$ cat src/psc_pkg.sv
package psc_pkg;

  // Signature words that arm an operation, and the value a finished save reads back
  localparam logic [31:0] SIG_SAVE    = 32'h65766173;
  localparam logic [31:0] SIG_DISCARD = 32'h64616f6c;
  localparam logic [31:0] SIG_REBOOT  = 32'h746f6f62;
  localparam logic [31:0] DONE_VAL    = 32'h00000001;

  // Object indices, each a register index; byte address = 4 * {idx, sub}
  localparam logic [15:0] IDX_STORE   = 16'h1010;
  localparam logic [15:0] IDX_RESTORE = 16'h1011;
  localparam logic [15:0] IDX_MARKER  = 16'h1020;
  localparam logic [15:0] IDX_REBOOT  = 16'h2800;
  localparam logic [15:0] IDX_IRQ_ST  = 16'h3f00;
  localparam logic [15:0] IDX_IRQ_MSK = 16'h3f01;
  localparam logic [15:0] IDX_STATUS  = 16'h3f02;

  // Address field layout
  localparam int ADDR_W   = 26;
  localparam int SUB_LSB  = 2;
  localparam int SUB_MSB  = 9;
  localparam int IDX_LSB  = 10;
  localparam int IDX_MSB  = 25;

  // Subindex codes
  localparam logic [7:0] SUB_COUNT  = 8'h00;
  localparam logic [7:0] SUB_ALL    = 8'h01;
  localparam logic [7:0] SUB_FIRST  = 8'h02;
  localparam logic [7:0] SUB_LAST   = 8'h06;
  localparam logic [7:0] SUB_DATE   = 8'h01;
  localparam logic [7:0] SUB_TIME   = 8'h02;
  localparam logic [7:0] SUB_RBT    = 8'h01;

  // Categories: bit0 comm, bit1 app, bit2 customer, bit3 drive, bit4 tuning
  localparam int          NCAT        = 5;
  localparam logic [4:0]  CAT_ALL     = 5'h1f;
  localparam logic [4:0]  CAT_FACTORY = 5'h0f;
  localparam logic [4:0]  CAT_ONE     = 5'h01;

  // Non-volatile operation codes
  localparam logic [1:0] OP_LOAD    = 2'h0;
  localparam logic [1:0] OP_SAVE    = 2'h1;
  localparam logic [1:0] OP_DISCARD = 2'h2;

  // Interrupt status bits
  localparam int IRQ_SAVE    = 0;
  localparam int IRQ_DISCARD = 1;
  localparam int IRQ_MARKCLR = 2;
  localparam int IRQ_LOAD    = 3;
  localparam int NIRQ        = 4;

  // Reset values
  localparam logic [31:0] MARK_RST = 32'h00000000;
  localparam logic [4:0]  PEND_RST = 5'h00;
  localparam logic [3:0]  IRQ_RST  = 4'h0;

  typedef enum logic [2:0] {
    PSC_BOOT = 3'b001,
    PSC_IDLE = 3'b010,
    PSC_BUSY = 3'b100
  } psc_state_t;

endpackage

$ cat src/psc_trig.sv
`timescale 1ns/1ps
module psc_trig (
  input  wire logic        wr_en,
  input  wire logic [31:0] wdata,
  input  wire logic [31:0] signature,
  input  wire logic [7:0]  sub,
  input  wire logic [7:0]  sub_lo,
  input  wire logic [7:0]  sub_hi,
  output logic             hit
);
  // Any other value leaves the operation unarmed
  assign hit = wr_en && (wdata == signature)
               && (sub >= sub_lo) && (sub <= sub_hi);
endmodule // psc_trig

$ cat src/psc_ctrl.sv
// Implementation choice: the APB slave port.
`timescale 1ns/1ps
// Overview of operation
// - Save object has one subindex per category; signature starts saving it.
// - Finished save turns the triggering subindex value into 1.
// - Save subindex 1 all, 2 comm, 3 app, 4 customer, 5 drive, 6 tuning.
// - Discard signature in a subindex marks that category's saved values deleted.
// - Discard subindex 1 resets all but tuning; 2 to 6 single categories.
// - Tuning saved values are discarded only through discard subindex 6.
// - Discard leaves active values alone; effect only after next restart.
// - Restart signature in reboot subindex 1 pulses restart_req for one cycle.
// - Marker entries hold date and time, saved along with save-all.
// - Any savable write clears markers, except save subindex 1 and marker.
// - Saved values reload automatically at every reset.
// - Storage handles whole categories only, never single objects.
module psc_ctrl (
  input  wire logic                        ref_clk,
  input  wire logic                        rst,
  input  wire logic                        psel,
  input  wire logic                        penable,
  input  wire logic                        pwrite,
  input  wire logic [psc_pkg::ADDR_W-1:0]  paddr,
  input  wire logic [31:0]                 pwdata,
  output logic                             pready,
  output logic [31:0]                      prdata,
  output logic                             pslverr,
  input  wire logic                        obj_write_evt,
  output logic                             nv_req,
  output logic [1:0]                       nv_op,
  output logic [psc_pkg::NCAT-1:0]         nv_cat,
  output logic                             nv_mark_en,
  output logic [31:0]                      nv_mark_date,
  output logic [31:0]                      nv_mark_time,
  input  wire logic                        nv_ack,
  input  wire logic [31:0]                 nv_ld_date,
  input  wire logic [31:0]                 nv_ld_time,
  output logic                             restart_req,
  output logic                             irq
);
  import psc_pkg::*;

  psc_state_t          state_q;
  logic                pready_q;
  logic [31:0]         prdata_q;
  logic                pslverr_q;
  logic                nv_req_q;
  logic [1:0]          nv_op_q;
  logic [NCAT-1:0]     nv_cat_q;
  logic                nv_mark_en_q;
  logic [7:0]          act_sub_q;
  logic [31:0]         mark_date_q;
  logic [31:0]         mark_time_q;
  logic [NCAT-1:0]     pend_q;
  logic                restart_q;
  logic [NIRQ-1:0]     irq_st_q;
  logic [NIRQ-1:0]     irq_msk_q;
  logic [NIRQ-1:0]     irq_set;
  logic                irq_q;
  logic [15:0]         idx;
  logic [7:0]          sub;
  logic                wr_en;
  logic                rd_en;
  logic                save_hit;
  logic                disc_hit;
  logic                rbt_hit;
  logic                idle;
  logic                mark_wr;
  logic                mark_clr;
  logic                mapped;
  logic [31:0]         rd_mux;

  ////////////////////////////////////////////////////////////////////////////
  // Bus decode

  assign idx   = paddr[IDX_MSB:IDX_LSB];
  assign sub   = paddr[SUB_MSB:SUB_LSB];
  assign wr_en = psel && penable && pready_q && pwrite;
  assign rd_en = psel && penable && pready_q && !pwrite;
  assign idle  = (state_q == PSC_IDLE);

  function automatic logic [NCAT-1:0] cat_of(input logic [7:0] s,
                                             input logic       disc);
    logic [NCAT-1:0] m;
    m = '0;
    if (s == SUB_ALL) begin
      m = disc ? CAT_FACTORY : CAT_ALL;
    end else if (s >= SUB_FIRST && s <= SUB_LAST) begin
      m = CAT_ONE << (s - SUB_FIRST);
    end
    return m;
  endfunction

  psc_trig u_save_trig (
    .wr_en     (wr_en && idle && idx == IDX_STORE),
    .wdata     (pwdata),
    .signature (SIG_SAVE),
    .sub       (sub),
    .sub_lo    (SUB_ALL),
    .sub_hi    (SUB_LAST),
    .hit       (save_hit)
  );

  psc_trig u_disc_trig (
    .wr_en     (wr_en && idle && idx == IDX_RESTORE),
    .wdata     (pwdata),
    .signature (SIG_DISCARD),
    .sub       (sub),
    .sub_lo    (SUB_ALL),
    .sub_hi    (SUB_LAST),
    .hit       (disc_hit)
  );

  psc_trig u_rbt_trig (
    .wr_en     (wr_en && idx == IDX_REBOOT),
    .wdata     (pwdata),
    .signature (SIG_REBOOT),
    .sub       (sub),
    .sub_lo    (SUB_RBT),
    .sub_hi    (SUB_RBT),
    .hit       (rbt_hit)
  );

  always_comb begin
    mapped = 1'b0;
    rd_mux = '0;
    case (idx)
      IDX_STORE: begin
        mapped = (sub <= SUB_LAST);
        if (sub == SUB_COUNT) begin
          rd_mux = {24'h0, SUB_LAST};
        end else if (state_q == PSC_BUSY && nv_op_q == OP_SAVE
                     && sub == act_sub_q) begin
          rd_mux = SIG_SAVE;
        end else begin
          rd_mux = DONE_VAL;
        end
      end
      IDX_RESTORE: begin
        mapped = (sub <= SUB_LAST);
        if (sub == SUB_COUNT) begin
          rd_mux = {24'h0, SUB_LAST};
        end else begin
          rd_mux = {31'h0, (pend_q & cat_of(sub, 1'b1))
                           == cat_of(sub, 1'b1)};
        end
      end
      IDX_MARKER: begin
        mapped = (sub <= SUB_TIME);
        if (sub == SUB_COUNT) begin
          rd_mux = {24'h0, SUB_TIME};
        end else if (sub == SUB_DATE) begin
          rd_mux = mark_date_q;
        end else begin
          rd_mux = mark_time_q;
        end
      end
      IDX_REBOOT: begin
        mapped = (sub <= SUB_RBT);
        rd_mux = (sub == SUB_COUNT) ? {24'h0, SUB_RBT} : 32'h0;
      end
      IDX_IRQ_ST: begin
        mapped = (sub == SUB_COUNT);
        rd_mux = {{(32-NIRQ){1'b0}}, irq_st_q};
      end
      IDX_IRQ_MSK: begin
        mapped = (sub == SUB_COUNT);
        rd_mux = {{(32-NIRQ){1'b0}}, irq_msk_q};
      end
      IDX_STATUS: begin
        mapped = (sub == SUB_COUNT);
        rd_mux = {{(31-NCAT){1'b0}}, pend_q, state_q != PSC_IDLE};
      end
      default: begin
        mapped = 1'b0;
        rd_mux = '0;
      end
    endcase
  end

  ////////////////////////////////////////////////////////////////////////////
  // APB answer, one wait state

  always_ff @(posedge ref_clk or posedge rst) begin
    if (rst) begin
      pready_q  <= 1'b0;
      prdata_q  <= '0;
      pslverr_q <= 1'b0;
    end else begin
      pready_q  <= psel && penable && !pready_q;
      prdata_q  <= (psel && !pwrite && mapped) ? rd_mux : '0;
      pslverr_q <= psel && penable && !pready_q && !mapped;
    end
  end

  ////////////////////////////////////////////////////////////////////////////
  // Sequencer: boot load, then save or discard on request

  always_ff @(posedge ref_clk or posedge rst) begin
    if (rst) begin
      state_q      <= PSC_BOOT;
      nv_req_q     <= 1'b0;
      nv_op_q      <= OP_LOAD;
      nv_cat_q     <= '0;
      nv_mark_en_q <= 1'b0;
      act_sub_q    <= '0;
    end else begin
      case (state_q)
        PSC_BOOT: begin
          nv_req_q     <= !nv_ack;
          nv_op_q      <= OP_LOAD;
          nv_cat_q     <= CAT_ALL;
          nv_mark_en_q <= 1'b1;
          if (nv_ack && nv_req_q) begin
            state_q <= PSC_IDLE;
          end
        end
        PSC_IDLE: begin
          if (save_hit) begin
            state_q      <= PSC_BUSY;
            nv_req_q     <= 1'b1;
            nv_op_q      <= OP_SAVE;
            nv_cat_q     <= cat_of(sub, 1'b0);
            nv_mark_en_q <= (sub == SUB_ALL);
            act_sub_q    <= sub;
          end else if (disc_hit) begin
            state_q      <= PSC_BUSY;
            nv_req_q     <= 1'b1;
            nv_op_q      <= OP_DISCARD;
            nv_cat_q     <= cat_of(sub, 1'b1);
            nv_mark_en_q <= 1'b0;
            act_sub_q    <= sub;
          end
        end
        PSC_BUSY: begin
          if (nv_ack) begin
            state_q  <= PSC_IDLE;
            nv_req_q <= 1'b0;
            act_sub_q <= '0;
          end
        end
        default: begin
          state_q  <= PSC_IDLE;
          nv_req_q <= 1'b0;
        end
      endcase
    end
  end

  // Discards are only remembered; live values change after a restart
  always_ff @(posedge ref_clk or posedge rst) begin
    if (rst) begin
      pend_q <= PEND_RST;
    end else if (state_q == PSC_BUSY && nv_ack && nv_op_q == OP_DISCARD) begin
      pend_q <= pend_q | nv_cat_q;
    end
  end

  always_ff @(posedge ref_clk or posedge rst) begin
    if (rst) begin
      restart_q <= 1'b0;
    end else begin
      restart_q <= rbt_hit;
    end
  end

  ////////////////////////////////////////////////////////////////////////////
  // Modification marker

  assign mark_wr  = wr_en && idx == IDX_MARKER
                    && (sub == SUB_DATE || sub == SUB_TIME);
  // Discard object is not savable, so it leaves the marker alone
  assign mark_clr = obj_write_evt
                    || (wr_en && idx == IDX_STORE && sub >= SUB_FIRST
                        && sub <= SUB_LAST)
                    || (wr_en && idx == IDX_REBOOT && sub == SUB_RBT);

  always_ff @(posedge ref_clk or posedge rst) begin
    if (rst) begin
      mark_date_q <= MARK_RST;
      mark_time_q <= MARK_RST;
    end else if (state_q == PSC_BOOT && nv_ack && nv_req_q) begin
      mark_date_q <= nv_ld_date;
      mark_time_q <= nv_ld_time;
    end else if (mark_wr) begin
      if (sub == SUB_DATE) begin
        mark_date_q <= pwdata;
      end else begin
        mark_time_q <= pwdata;
      end
    end else if (mark_clr) begin
      mark_date_q <= MARK_RST;
      mark_time_q <= MARK_RST;
    end
  end

  ////////////////////////////////////////////////////////////////////////////
  // Interrupts: sticky status, cleared by reading, set beats clear

  always_comb begin
    irq_set              = '0;
    irq_set[IRQ_SAVE]    = state_q == PSC_BUSY && nv_ack && nv_op_q == OP_SAVE;
    irq_set[IRQ_DISCARD] = state_q == PSC_BUSY && nv_ack
                           && nv_op_q == OP_DISCARD;
    irq_set[IRQ_MARKCLR] = mark_clr && !mark_wr;
    irq_set[IRQ_LOAD]    = state_q == PSC_BOOT && nv_ack && nv_req_q;
  end

  always_ff @(posedge ref_clk or posedge rst) begin
    if (rst) begin
      irq_st_q <= IRQ_RST;
    end else if (rd_en && idx == IDX_IRQ_ST && sub == SUB_COUNT) begin
      irq_st_q <= irq_set;
    end else begin
      irq_st_q <= irq_st_q | irq_set;
    end
  end

  always_ff @(posedge ref_clk or posedge rst) begin
    if (rst) begin
      irq_msk_q <= IRQ_RST;
    end else if (wr_en && idx == IDX_IRQ_MSK && sub == SUB_COUNT) begin
      irq_msk_q <= pwdata[NIRQ-1:0];
    end
  end

  always_ff @(posedge ref_clk or posedge rst) begin
    if (rst) begin
      irq_q <= 1'b0;
    end else begin
      irq_q <= |(irq_st_q & irq_msk_q);
    end
  end

  assign pready       = pready_q;
  assign prdata       = prdata_q;
  assign pslverr      = pslverr_q;
  assign nv_req       = nv_req_q;
  assign nv_op        = nv_op_q;
  assign nv_cat       = nv_cat_q;
  assign nv_mark_en   = nv_mark_en_q;
  assign nv_mark_date = mark_date_q;
  assign nv_mark_time = mark_time_q;
  assign restart_req  = restart_q;
  assign irq          = irq_q;
endmodule // psc_ctrl

$ cat config.mk
export PLATFORM = sky130hd
export DESIGN_NAME = psc_ctrl
export DESIGN_NICKNAME = d
export VERILOG_FILES = /design/src/psc_pkg.sv /design/src/psc_trig.sv /design/src/psc_ctrl.sv
export SDC_FILE = /design/constraint.sdc
export NUM_CORES = 1
export LEC_CHECK = 0
export ABC_CLOCK_PERIOD_IN_PS = 10560
export BUFFER_PORTS_ARGS = -buffer_cell sky130_fd_sc_hd__buf_4
export CORE_AREA = 2 2 116 118
export DETAILED_ROUTE_END_ITERATION = 8
export DIE_AREA = 0 0 118 120
export GPL_ROUTABILITY_DRIVEN = 1
export PLACE_DENSITY = 0.94
export RECOVER_POWER = 25
export SLEW_MARGIN = 20
export SYNTH_ARGS = -nofsm -noshare
export SYNTH_HDL_FRONTEND = slang
export SYNTH_SLANG_ARGS = --single-unit
$ cat constraint.sdc
create_clock -name ref_clk -period 10.56 [get_ports ref_clk]
set_input_delay 2.112 -clock ref_clk [delete_from_list [all_inputs] [get_ports ref_clk]]
set_output_delay 2.112 -clock ref_clk [all_outputs]
set_load 0.02 [all_outputs]
# Word level (Yosys, flattened, before mapping)
# Cells that the tools add are included.
dict set report classes {
  reduce_logical 62
  n_eq_ne 25
  n_shift 1
  n_lt_le_gt_ge 5
  muxes 44
  bitwise_logic 4
  addsub 1
}
# op count
set ops {}
lappend ops {{2-to-1 mux 32 bit} 10}
lappend ops {{one-hot mux 32 bit (7 select lines)} 1}
lappend ops {{== test 32 x 31 -> 1 bit, second input constant} 3}
lappend ops {{== test 16 x 14 -> 1 bit, second input constant} 4}
lappend ops {{2-to-1 mux 31 bit} 2}
lappend ops {{== test 16 x 13 -> 1 bit, second input constant} 3}
lappend ops {{logical AND 1 bit} 41}
lappend ops {{2-to-1 mux 5 bit} 7}
lappend ops {{2-to-1 mux 8 bit} 3}
lappend ops {{one-hot mux 8 bit (2 select lines)} 1}
lappend ops {{2-to-1 mux 3 bit} 5}
lappend ops {{one-hot mux 5 bit (2 select lines)} 1}
lappend ops {{one-hot mux 3 bit (3 select lines)} 1}
lappend ops {{== test 8 x 1 -> 1 bit, second input constant} 1}
lappend ops {{== test 8 x 2 -> 1 bit, second input constant} 1}
lappend ops {{== test 8 bit} 1}
lappend ops {{greater-or-equal comparator 8 x 1 -> 1 bit, second input constant} 1}
lappend ops {{greater-or-equal comparator 8 x 2 -> 1 bit, second input constant} 1}
lappend ops {{<= comparator 8 x 1 -> 1 bit, second input constant} 1}
lappend ops {{<= comparator 8 x 2 -> 1 bit, second input constant} 1}
lappend ops {{<= comparator 8 x 3 -> 1 bit, second input constant} 1}
lappend ops {{logical NOT 8 bit} 1}
lappend ops {{AND reduction 2 bit} 4}
lappend ops {{left shift 1 x 8 -> 5 bit, first input constant} 1}
lappend ops {{other kinds (29)} 46}
dict set report totals {
  ff_bits 133
  word_cells 158
  output_inout_bits 109
  in_bits 129
}

# Longest topological paths before layout
# Gate-level depths: netlist (run 1).
dict set report logic_depth {
  word_depth 11
  mapped_depth 10
  ltp_nobuf 8
}

# Modules after synthesis
# From an unflattened synthesis (run 1), not the netlist that was laid out.
dict set report hier_totals {
  cells_unflattened 1070
  hier_area_um2 9562.9
}
# mod cells_each n_inst seq_area_each_um2 area_each_um2
set by_module_without_submodules {}
lappend by_module_without_submodules {psc_ctrl 776 1 3329.4 7318.3}
lappend by_module_without_submodules {psc_trig 98 3 0.0 748.2}

# Worst setup path after synthesis (run 1)
# Ideal clock, no wire load.
dict set report synth_path {
  path_type {input to register}
  startpoint {input port paddr[13] (netlist bit)}
  endpoint {register mark_date_q[0] (netlist: nv_mark_date[0])}
  setup_slack_ps 5921
  stages 9
  path_buffers 3
  t_arrival_ps 4518
  setup_time_ps 121
  required_time_ps 10439
  path_cell_list {or4_4 or4_1 clkbuf_1 or4_1 a21o_1 and2_1 buf_6 buf_2 o22a_1}
}
dict set report synth_between {
  elab_chain_cells 8
  word_cells_on_any_way 17
  classes_between {4 x eq/ne; 2 x mux; 11 x reduce/logical}
}
# element line
set synth_rtl {}
lappend synth_rtl {{start, declared} psc_ctrl.sv:22} ;# input wire logic [psc_pkg::ADDR_W-1:0] paddr,
lappend synth_rtl {{== test 16 x 13 -> 1 bit} psc_ctrl.sv:273} ;# || (wr_en && idx == IDX_STORE && sub >= SUB_FIRST
lappend synth_rtl {{logical AND 1 bit (2 in a row)} psc_ctrl.sv:273}
lappend synth_rtl {{logical AND 1 bit} psc_ctrl.sv:274} ;# && sub <= SUB_LAST)
lappend synth_rtl {{logical OR 1 bit} psc_ctrl.sv:273}
lappend synth_rtl {{logical OR 1 bit} psc_ctrl.sv:275} ;# || (wr_en && idx == IDX_REBOOT && sub == SUB_RBT);
lappend synth_rtl {{nonzero test 3 bit (no source line)} n/a}
lappend synth_rtl {{AND reduction 2 bit (no source line)} n/a}
lappend synth_rtl {{end signal, assigned} psc_ctrl.sv:282} ;# mark_date_q <= nv_ld_date;
lappend synth_rtl {{end signal, assigned} psc_ctrl.sv:286} ;# mark_date_q <= pwdata;
lappend synth_rtl {{end, declared} psc_ctrl.sv:51} ;# logic [31:0] mark_date_q;
# Parallel ways exist; a longest one is shown, timed or not.
# A chain may end at the register's enable or synchronous reset.

# Worst setup path in the final report (run 1)
dict set report layout_path {
  startpoint {input port paddr[11] (netlist bit)}
  endpoint {register mark_time_q[19] (netlist: nv_mark_time[19])}
}
dict set report layout_between {
  elab_chain_cells 8
  word_cells_on_any_way 17
  classes_between {4 x eq/ne; 2 x mux; 11 x reduce/logical}
}
# element line
set layout_rtl {}
lappend layout_rtl {{== test 16 x 13 -> 1 bit} psc_ctrl.sv:273}
lappend layout_rtl {{logical AND 1 bit (2 in a row)} psc_ctrl.sv:273}
lappend layout_rtl {{logical AND 1 bit} psc_ctrl.sv:274}
lappend layout_rtl {{logical OR 1 bit} psc_ctrl.sv:273}
lappend layout_rtl {{logical OR 1 bit} psc_ctrl.sv:275}
lappend layout_rtl {{nonzero test 3 bit (no source line)} n/a}
lappend layout_rtl {{AND reduction 2 bit (no source line)} n/a}
lappend layout_rtl {{end signal, assigned} psc_ctrl.sv:283} ;# mark_time_q <= nv_ld_time;
lappend layout_rtl {{end signal, assigned} psc_ctrl.sv:288} ;# mark_time_q <= pwdata;
lappend layout_rtl {{end, declared} psc_ctrl.sv:52} ;# logic [31:0] mark_time_q;
# Parallel ways exist; a longest one is shown, timed or not.

==> results of run 1 <==
## placed cells by master (no fill, tap or decap), types with 3 or more instances in the layout
cell type	synthesis	layout
or2_2	3	3
nand2_1	140	138
dfrtp_1	132	132
o21a_1	16	16
nor4b_1	4	4
a31oi_1	3	3
nor4_1	10	10
a22oi_1	3	3
clkinv_2	0	3
inv_1	14	13
nand4_1	8	8
o22ai_1	4	4
and3_1	13	12
nand3_1	12	12
xnor2_1	8	8
buf_4	0	240
nand4b_1	5	5
nor2_1	86	86
or4_1	4	4
mux2i_1	6	6
o22a_1	71	71
nand3b_1	3	3
bufinv_16	0	5
nor3_1	15	15
mux2_2	4	4
a21oi_1	43	43
clkbuf_16	0	17
o21ai_0	71	71
clkbuf_8	0	3
nor2b_1	5	5
a21o_1	7	7
or3_1	3	3
nor3b_1	7	7
a21boi_0	3	3
o31a_1	3	3
## routing by layer
metal,share of wire (%),wire [µm],up-vias
met2,48,11800,517
met5,0,0,-
met3,11,2620,91
li1,-,-,3261
met4,4.6,1120,0
met1,36,8810,3489
## cell type report
type	instances	area share (%)
inverters	14	0.564
flip-flops and latches	133	34.9
repair buffers	245	19.4
clock inverters	12	2.07
multi-input cells	592	35.8
clock buffers	20	4.89
well taps	176	2.31
## critical path: stages
cell and delay (ps):
buf_4 160, or4_4 560, or4_1 670, or4_1 470
a21o_1 290, a21oi_4 910, o22a_1 270
## power by group
part | switching, W | internal (W)
combinational | 0.0000879 | 0.0000744
clock | 0.000225 | 0.000438
sequential | 0.0000155 | 0.000527
total | 0.000328 | 0.00104
## sequential cells by signal (all words and copies together), names as in the netlist, 2 cells and up
name	count
act_sub_q	8
prdata	32
nv_mark_time	32
irq_msk_q	4
nv_mark_date	32
irq_st_q	4
pend_q	5
nv_op	2
state_q	3
nv_cat	5
## worst max-delay path by stage
stage               from                to  slack (ps)
6_report       paddr[11]  nv_mark_time[19]        5470
5_1_grt              rst  nv_mark_date[10]        5190
4_1_cts        paddr[11]  nv_mark_time[19]        5540
3_5_place_dp   paddr[11]  nv_mark_time[19]        5150
3_3_place_gp   paddr[11]  nv_mark_time[19]        5180
2_1_floorplan        rst      act_sub_q[0]        4900
## kinds of logic (layout without fill, tap and decap cells)
| group | after synthesis | count (layout) | synth area share, % |
|---|---|---|---|
| and+or+nand+nor | 332 | 332 | 22.4 |
| AOI/OAI and AO/OA | 240 | 240 | 23.2 |
| DFF | 133 | 133 | 47.7 |
| buffers and inverters | 67 | 291 | 3.94 |
| muxes | 10 | 10 | 1.50 |
| xor gates and xnor gates | 8 | 8 | 1.00 |
| adders and majority gates | 2 | 2 | 0.358 |
## stage by stage
step           hold WS [ps]  cells  util [%]
2_1_floorplan           441    792         -
3_3_place_gp            479   1159      68.2
3_5_place_dp            494   1160      68.4
4_1_cts                 503   1192      73.5
5_1_grt                 521   1192      73.5
6_report                508   1192      73.5
==> run summary, run 1 <==
Status - finished with violations
Failing checks - max-capacitance violations, max-slew violations
Final instance area - 0.00954 mm²
Clock Path Buffers - 2
Clock Latency Late Sink - 420 ps
Worst min path class - register to register
Boundary Pins - 238
Drt via density - 6.17
Core Footprint - 0.0130 mm²
Area of the multi-input gates - 0.00342 mm²
R2r startpoint - pready
Max-slew headroom - -35.8%
Setup ws final - 5470 ps
CTS H-tree depth - 4
Filler cells - 908
Clock period minus final worst setup slack - 5090 ps
CTS Hold Buffers Added - 0
Synth area leaders - dfrtp_1 (47%), o22a_1 (8.9%), nand2_1 (7.5%)
Mapped Area - 0.00699 mm²
Sequential share of the synthesized area - 47.7%
Post-CTS Resized - 0
Initial detailed-routing violation count - 757
Gp weighted congestion - 1.01
Clk sinks - 133
Worst vdd ir - 0.134 mV
Routed WL - 24300 µm
Vias in the first global route - 7107
Hold endpoint - pready
Aggregate global-route resource usage - 34.5%
First-pass GRT wire length - 37900 µm
CP Data Arrival Time - 5450 ps
Met1 usage - 41.7%
Depth of the most critical reg-to-reg path - 7
Hold Path Stages - 1
Startpoint Class - input port
Cts bufs inserted - 17
Worst-path clk slew - 60 ps
Most common library cells after synthesis - nand2_1 (140), dfrtp_1 (132), nor2_1 (86)
Yosys cell types - 58
Reg2reg end - nv_mark_date[31]
Setup WS pre-CTS - 5150 ps
Fraction of registers with async set/reset - 100%
Met2 usage - 55.4%
Final Setup Violations - 0
Gr busiest metal - met2
Worst setup path category - input port to register
Largest area contributor in the netlist - dfrtp_1
WL per Instance - 20.4 µm
RSZ-0062 raised after global routing - false
Synth warnings - 0
Routed vias - 7358
Total grt overflow - 0
Number of routed nets with antenna violations - 0
Nets - 1134
Register-to-Register Setup Slack - 7490 ps
CTS Root Cell - clkbuf_16
First-pass DRT Iterations - 6
Top FF cell, synth - dfrtp_1
Placed Area - 0.00888 mm²
Max cap viols - 2
Pwr/cell area - 143 mW/mm²
Postcts setup bufs - 0
Die area - 0.0142 mm²
Die height - 120 µm
Final hold vios - 0
Syn_area_per_cell - 8.82 µm²
Initial antenna violation count - 0
Hold wc startpoint - pready
Fmax achieved - 196 MHz
GR Util met3 - 10.7%
Setup crit end kind - register
Post-DP HPWL - 16600 µm
Yosys top cell area share - 47.3%
Cells after Synth - 792
Max FO, Critical Path - 32
# diodes - 0
Seq cells post-synth - 133
CTS tree - yes
Total chip power - 0.00137 W
Count leader, synth - nand2_1
Std-Cell Rows - 42
Sequential cell area - 0.00333 mm²
Tightest Pin Transition - 2040 ps
Drt drc - 0
Die Wd - 118 µm
Crit share post-route - 48.2%
Setup TNS - 0 ps
PortBufs - 235
Post-synth EDFFs - 0
Layout Area Growth over Synthesis - 36.5%
Share of layout cells above drive strength 1 - 29.1%
Slew Limit Fails - 80
Syn Nets - 923
Worst path required time - 10910 ps
Largest net degree at the start of global routing - 65
Initial core utilization - 53.8%
Clock skew - 7.78 ps
Leakage Power - 4.53 nW
(Power assumes the default switching activity.)
==> run 2, diff against run 1 <==
- ABC_AREA: not set -> 1
- ABC_CLOCK_PERIOD_IN_PS: 10560 -> 5200
- CORE_AREA: 2 2 116 118 -> 2 2 123 125
- DIE_AREA: 0 0 118 120 -> 0 0 125 127
- PLACE_DENSITY: 0.94 -> 0.88
- clock period: 10.56 -> 5.2 ns (I/O delays scaled with it)
==> run 2 against run 1 <==
  * The flow still finishes with violations (max-capacitance violations, max-slew violations)
  * Via count up 7.9%
  * Clock-buffer cell count is 5 higher
  * Critical endpoint is now nv_mark_date[2]
  * Largest cell class unchanged
  * Final cell count grew 18%
  * Critical path depth decreased by 4
  * Area after synthesis increased by 4.0%
  * Combinational power grew 100%
  * Clock skew is 0.96 ps higher
  * Worst hold slack got worse by 24 ps
  * Largest power group unchanged
  * Highest routed layer unchanged
==> run summary, run 2 <==
Status - finished with violations (unchanged)
Failing checks - max-capacitance violations, max-slew violations (unchanged)
Hold wc startpoint - pend_q[4] (was pready)
Clock period minus final worst setup slack - 3720 ps
Number of routed nets with antenna violations - 0 (unchanged)
Startpoint Class - input port (unchanged)
Die area - 0.0159 mm² (was 0.0142 mm²)
Mux cell area share after synthesis - 0% (was 1.50%)
Setup ws final - 1480 ps (was 5470 ps)
Total grt overflow - 0 (unchanged)
Clk sinks - 133 (unchanged)
Met2 WL - 11600 µm (was 11800 µm)
Synth Area in XOR/XNOR - 0.241% (was 1.00%)
Worst min path class - register to register (unchanged)
First-pass DRT Iterations - 5 (was 6)
Final Setup Violations - 0 (unchanged)
Hold Path Stages - 2 (was 1)
Count leader, synth - nand2_1 (unchanged)
PortBufs - 235 (unchanged)
Top FF cell, synth - dfrtp_1 (unchanged)
Syn_area_per_cell - 7.30 µm² (was 8.82 µm²)
Cts bufs inserted - 17 (unchanged)
Setup WS pre-CTS - 1300 ps (was 5150 ps)
Initial detailed-routing violation count - 950 (was 757)
Yosys cell types - 45 (was 58)
Total chip power - 0.00268 W (was 0.00137 W)
Leakage Power - 5.24 nW (was 4.53 nW)
Syn Nets - 1126 (was 923)
Die Wd - 125 µm (was 118 µm)
R2r startpoint - state_q[0] (was pready)
Reg2reg end - nv_mark_date[22] (was nv_mark_date[31])
Std-Cell Rows - 44 (was 42)
# diodes - 0 (unchanged)
Commonest non-fill, non-tap cells in the layout - nand2_1 (294), buf_4 (242), dfrtp_1 (132) (was buf_4 (240), nand2_1 (138), dfrtp_1 (132))
Tightest Pin Transition - 2390 ps (was 2040 ps)
Hold endpoint - pend_q[4] (was pready)
Largest family of logic cells by synthesized area - simple AND/OR/NAND/NOR gates (was compound AO/OA/AOI/OAI gates)
Met3 WL - 2420 µm (was 2620 µm)
CTS Hold Buffers Added - 0 (unchanged)
Postcts setup bufs - 0 (unchanged)
WL per Instance - 17.6 µm (was 20.4 µm)
Share of layout cells above drive strength 1 - 25.2% (was 29.1%)
Worst vdd ir - 0.259 mV (was 0.134 mV)
Largest net degree at the start of global routing - 65 (unchanged)
Depth of the most critical reg-to-reg path - 9 (was 7)
Die height - 127 µm (was 120 µm)
Filler cells - 1198 (was 908)
Cells after Synth - 995 (was 792)
Aggregate global-route resource usage - 31.4% (was 34.5%)
CTS H-tree depth - 4 (unchanged)
Boundary Pins - 238 (unchanged)
Routed vias - 7939 (was 7358)
Most common library cells after synthesis - nand2_1 (294), dfrtp_1 (132), o21ai_0 (104) (was nand2_1 (140), dfrtp_1 (132), nor2_1 (86))
Setup TNS - 0 ps (unchanged)
Seq cells post-synth - 133 (unchanged)
Placed Cells incl. Taps - 1379 (was 1160)
Sequential share of the synthesized area - 45.8% (was 47.7%)
Largest area contributor in the netlist - dfrtp_1 (unchanged)
Drt via density - 5.63 (was 6.17)
RSZ-0062 raised after global routing - false (unchanged)
Commonest non-fill, non-tap cell in the layout - nand2_1 (was buf_4)
Final core area utilization - 67.5% (was 73.5%)
Synth Area in Adders - 0.344% (was 0.358%)
Nets - 1345 (was 1134)
Post-DP HPWL - 17400 µm (was 16600 µm)
Max FO, Critical Path - 55 (was 32)
Vias in the first global route - 7750 (was 7107)
Max cap viols - 2 (unchanged)
Post-synth EDFFs - 0 (unchanged)
Initial core utilization - 50.4% (was 53.8%)
Clock Path Buffers - 2 (unchanged)
Simple-gate area share of the yosys netlist - 32.5% (was 22.4%)
Post-CTS Resized - 0 (unchanged)
Crit share post-route - 71.6%
Final hold vios - 0 (unchanged)
Max-slew headroom - -60.5% (was -35.8%)
Layout Area Growth over Synthesis - 34.0% (was 36.5%)
Met1 wire length - 9590 µm (was 8810 µm)
Worst path required time - 5390 ps (was 10910 ps)
Clock skew - 8.74 ps (was 7.78 ps)
Initial antenna violation count - 0 (unchanged)
CP Data Arrival Time - 3920 ps (was 5450 ps)
Core Footprint - 0.0144 mm² (was 0.0130 mm²)
Routed WL - 24900 µm (was 24300 µm)
CTS Root Cell - clkbuf_16 (unchanged)
Yosys top cell area share - 45.4% (was 47.3%)
Setup crit end kind - async pin (was register)
Sequential cell area - 0.00333 mm² (unchanged)
Pwr/cell area - 275 mW/mm² (was 143 mW/mm²)
Fmax achieved - 269 MHz
First-pass GRT wire length - 39500 µm (was 37900 µm)
Worst-path clk slew - 50 ps (was 60 ps)
Mapped Area - 0.00727 mm² (was 0.00699 mm²)
Drt drc - 0 (unchanged)
Clock Latency Late Sink - 430 ps (was 420 ps)
Fraction of registers with async set/reset - 100% (unchanged)
CTS tree - yes (unchanged)
Top Metal Used - met4 (unchanged)
Finished Layout Cells - 1411 (was 1192)
Worst setup path category - input port to async pin (was input port to register)
Synth area leaders - dfrtp_1 (45%), nand2_1 (15%), o21ai_0 (7.2%) (was dfrtp_1 (47%), o22a_1 (8.9%), nand2_1 (7.5%))
Slew Limit Fails - 91 (was 80)
Register-to-Register Setup Slack - 2480 ps (was 7490 ps)
Area of the multi-input gates - 0.00333 mm² (was 0.00342 mm²)
Synth warnings - 0 (unchanged)
Gp weighted congestion - 0.961 (was 1.01)
Synth Area in Compound Gates - 12.6% (was 23.2%)
## run 2: layer usage
| metal | vias up | track usage, % |
|---|---|---|
| li1 | 3669 | - |
| met1 | 3655 | 40.3 |
| met2 | 519 | 50.2 |
| met3 | 96 | 6.66 |
| met4 | 0 | 16.7 |
| met5 | - | 0 |
## run 2: how the worst max path moves through the flow
stage	startpoint	to	slack [ps]	cells after the start
floorplan	rst	act_sub_q[0]	610	1
global placement	paddr[8]	nv_mark_date[22]	1410	12
detailed placement	paddr[8]	nv_mark_date[22]	1300	12
CTS	paddr[8]	nv_mark_date[22]	1730	12
global route	rst	nv_mark_time[2]	740	3
finish	rst	nv_mark_date[2]	1480	3
## run 2: where the power goes
group	leakage (nW)	switching, W	internal, W
logic	3.18	0.000197	0.000129
registers	1.76	0.0000259	0.00107
clock network	0.294	0.000448	0.000805
total	5.24	0.000671	0.00201
## run 2: layout make-up
cell class,count,area share (%)
clock inverters,7,1.22
repair buffers,245,18.8
flip-flops and latches,133,34.2
multi-input cells,712,34.2
inverters,105,4.07
clock buffers,25,5.09
well taps,184,2.36
## run 2: metrics by stage
stage	hold slack, ps	area [µm²]
CTS	483	9750
global placement	467	9130
detailed placement	471	9130
finish	485	9740
global route	514	9740
floorplan	436	7270
## run 2: logic make-up after synthesis
kind of cell / count (synthesis)
simple gates: 543
xor+xnor: 2
buf+inv: 150
fa+ha+maj: 2
flops: 133
compound gates: 165
## run 2: worst max-delay path: stages
cell        delay, ps
clkbuf_4          110
clkinvlp_2       1360
clkbuf_1         1370
==> run 3, diff against run 2 <==
- ABC_CLOCK_PERIOD_IN_PS: 5200 -> 3000
- CORE_AREA: 2 2 123 125 -> 2 2 129 131
- DIE_AREA: 0 0 125 127 -> 0 0 131 133
- PLACE_DENSITY: 0.88 -> 0.85
- clock period: 5.2 -> 3 ns (I/O delays scaled with it)
==> run 3 against run 2 <==
  * The run still ends with max-capacitance violations, max-slew violations left
  * Sequential power is 73% higher
  * Via count is 0.78% lower
  * Flip-flop and latch count stayed put
  * Clock skew hardly changed
  * Setup slack worse by 860 ps
  * Combinational power is 75% higher
  * Clock power is 60% higher
  * Clock-buffer cell count is 6 lower
  * Global-route usage is 2.7 points lower
  * Critical path depth is 7 higher
  * Non-clock buffer count is 9 higher
  * Final area is 0.78% higher
  * Critical path type is now register to register
  * Highest routed layer unchanged
==> run summary, run 3 (synthesized netlist as in run 2, its figures left out) <==
Leakage Power - 5.26 nW (was 5.24 nW)
Switching power - 0.00123 W (was 0.000671 W)
Aggregate global-route resource usage - 28.7% (was 31.4%)
Cts bufs inserted - 17 (unchanged)
# diodes - 0 (unchanged)
Commonest non-fill, non-tap cells in the layout - nand2_1 (294), buf_4 (251), dfrtp_1 (132) (was nand2_1 (294), buf_4 (242), dfrtp_1 (132))
Vias in the first global route - 7362 (was 7750)
Gr busiest metal - met2 (unchanged)
WL per Instance - 17.0 µm (was 17.6 µm)
Max FO, Critical Path - 64 (was 55)
Worst path most repeated cell - inv_1
Worst vdd ir - 0.466 mV (was 0.259 mV)
Met2 usage - 45.0% (was 50.2%)
Initial core utilization - 44.9% (was 50.4%)
Die area - 0.0174 mm² (was 0.0159 mm²)
Placed Cells incl. Taps - 1424 (was 1379)
Post-CTS Resized - 0 (unchanged)
Clock period minus final worst setup slack - 2380 ps
Routed WL - 24700 µm (was 24900 µm)
Slew Limit Fails - 134 (was 91)
Largest net degree at the start of global routing - 134 (was 65)
Layout Area Growth over Synthesis - 35.0% (was 34.0%)
Clock group share of total power - 44.7% (was 46.8%)
Filler cells - 1459 (was 1198)
CP Data Arrival Time - 2700 ps (was 3920 ps)
Worst-path clk slew - 60 ps (was 50 ps)
Critical-path cell list - inv_1 > nor3_1 > inv_1 > nor2_4 > inv_1 > nand2_2 > buf_4 > o21ai_0 > nand3_1 > nand2_1 (was clkbuf_4 > clkinvlp_2 > clkbuf_1)
Status - finished with violations (unchanged)
Core Footprint - 0.0162 mm² (was 0.0144 mm²)
Initial antenna violation count - 0 (unchanged)
Clock Path Buffers - 2 (unchanged)
Postcts setup bufs - 0 (unchanged)
Finished Layout Cells - 1456 (was 1411)
Drt drc - 0 (unchanged)
Nets - 1354 (was 1345)
Final hold vios - 0 (unchanged)
Setup TNS - 0 ps (unchanged)
Internal - 0.00324 W (was 0.00201 W)
First-pass DRT Iterations - 5 (unchanged)
Drt via density - 5.41 (was 5.63)
Routed vias - 7877 (was 7939)
Clock skew - 8.67 ps (was 8.74 ps)
Std-Cell Rows - 47 (was 44)
Failing checks - max-capacitance violations, max-slew violations (unchanged)
PortBufs - 235 (unchanged)
CTS tree - yes (unchanged)
RSZ-0062 raised after global routing - false (unchanged)
CTS H-tree depth - 4 (unchanged)
Worst setup path category - register to register (was input port to async pin)
Final Setup Violations - 0 (unchanged)
Switching share of power - 27.5% (was 25.0%)
Clk sinks - 133 (unchanged)
Combinational share of power - 12.8% (was 12.2%)
Initial detailed-routing violation count - 751 (was 950)
Share of layout cells above drive strength 1 - 26.1% (was 25.2%)
Post-DP HPWL - 18000 µm (was 17400 µm)
Total grt overflow - 0 (unchanged)
Met1 usage - 38.1% (was 40.3%)
Die Wd - 131 µm (was 125 µm)
CTS Root Cell - clkbuf_16 (unchanged)
Die height - 133 µm (was 127 µm)
Commonest non-fill, non-tap cell in the layout - nand2_1 (unchanged)
CTS Hold Buffers Added - 0 (unchanged)
Tightest Pin Transition - 1820 ps (was 2390 ps)
Number of routed nets with antenna violations - 0 (unchanged)
Sequential Power Share - 42.6% (was 41.1%)
Clock Latency Late Sink - 430 ps (about the same)
Worst min path class - input port to register (was register to register)
Boundary Pins - 238 (unchanged)
Worst path required time - 3320 ps (was 5390 ps)
Setup crit end kind - register (was async pin)
Max cap viols - 1 (was 2)
First-pass GRT wire length - 38200 µm (was 39500 µm)
Gp weighted congestion - 0.934 (was 0.961)
Pwr/cell area - 456 mW/mm² (was 275 mW/mm²)
Fmax achieved - 419 MHz
Startpoint Class - register (was input port)
Crit path largest cell delay - 530 ps (was 1370 ps)
Slowest-stage cell, CP - dfstp_2 (was clkbuf_1)
Max-slew headroom - -21.6% (was -60.5%)
GR Util met3 - 6.71% (was 6.66%)
Crit share post-route - 79.5%
run 3: changes by cell type in the layout (fill, tap and decap cells not counted), sizes merged:
cell | previous run | this run
inv | 103 | 108
clkinvlp | 3 | 5
clkinv | 3 | 4
bufinv | 3 | 1
clkbuf | 28 | 21
buf | 242 | 252
run 3: final cells by class:
class | count | area (µm²) | area share [%]
multi-input combinational | 712 | 3330 | 34.0
timing repair buffer | 254 | 1920 | 19.6
clock buffer | 19 | 433 | 4.41
inverter | 105 | 397 | 4.04
tap | 220 | 275 | 2.81
sequential | 133 | 3330 | 33.9
clock inverter | 13 | 125 | 1.28
run 3: layer usage:
| layer | vias up | part of all wire, % | wire length (µm) |
|---|---|---|---|
| li1 | 3674 | - | - |
| met1 | 3748 | 41 | 10100 |
| met2 | 383 | 47 | 11700 |
| met3 | 72 | 8.3 | 2050 |
| met4 | 0 | 3.6 | 896 |
| met5 | - | 0 | 0 |
run 3: critical path: cells and delay by family, from the launching register on:
family | cells | cell delay [ps]
buf+inv | 4 | 810
flops | 1 | 530
compound gates | 1 | 240
simple gates | 5 | 660
run 3: stage by stage:
stage	power, W	worst slack (ps)	util (%)	hold WS [ps]	cell area (µm²)
2_1_floorplan	0.00223	750	-	436	7270
6_report	0.00447	615	60.7	443	9810
3_5_place_dp	0.00250	287	57.3	468	9270
3_3_place_gp	0.00248	333	57.3	466	9270
5_1_grt	0.00462	411	60.7	465	9810
4_1_cts	0.00448	649	60.8	423	9830
run 3: final timing paths:
path / from / endpoint / slack (ps) / cells past startpoint
max: state_q[0] / nv_mark_time[26] / 620 / 10
min: psel / pready / 440 / 3
max reg2reg: state_q[0] / nv_mark_time[26] / 620 / 10
min reg2reg: pend_q[0] / pend_q[0] / 480 / 2
max in group asynchronous: rst / act_sub_q[5] / 1000 / 3
min in group asynchronous: rst / prdata[29] / 880 / 3
run 3: power by group through the flow:
stage                     logic (W)  clock network (W)  registers [W]
after floorplan            0.000288                  0        0.00194
after global placement     0.000549                  0        0.00193
after detailed placement   0.000569                  0        0.00193
after CTS                  0.000570            0.00201        0.00190
after global routing       0.000630            0.00208        0.00191
final                      0.000570            0.00200        0.00190
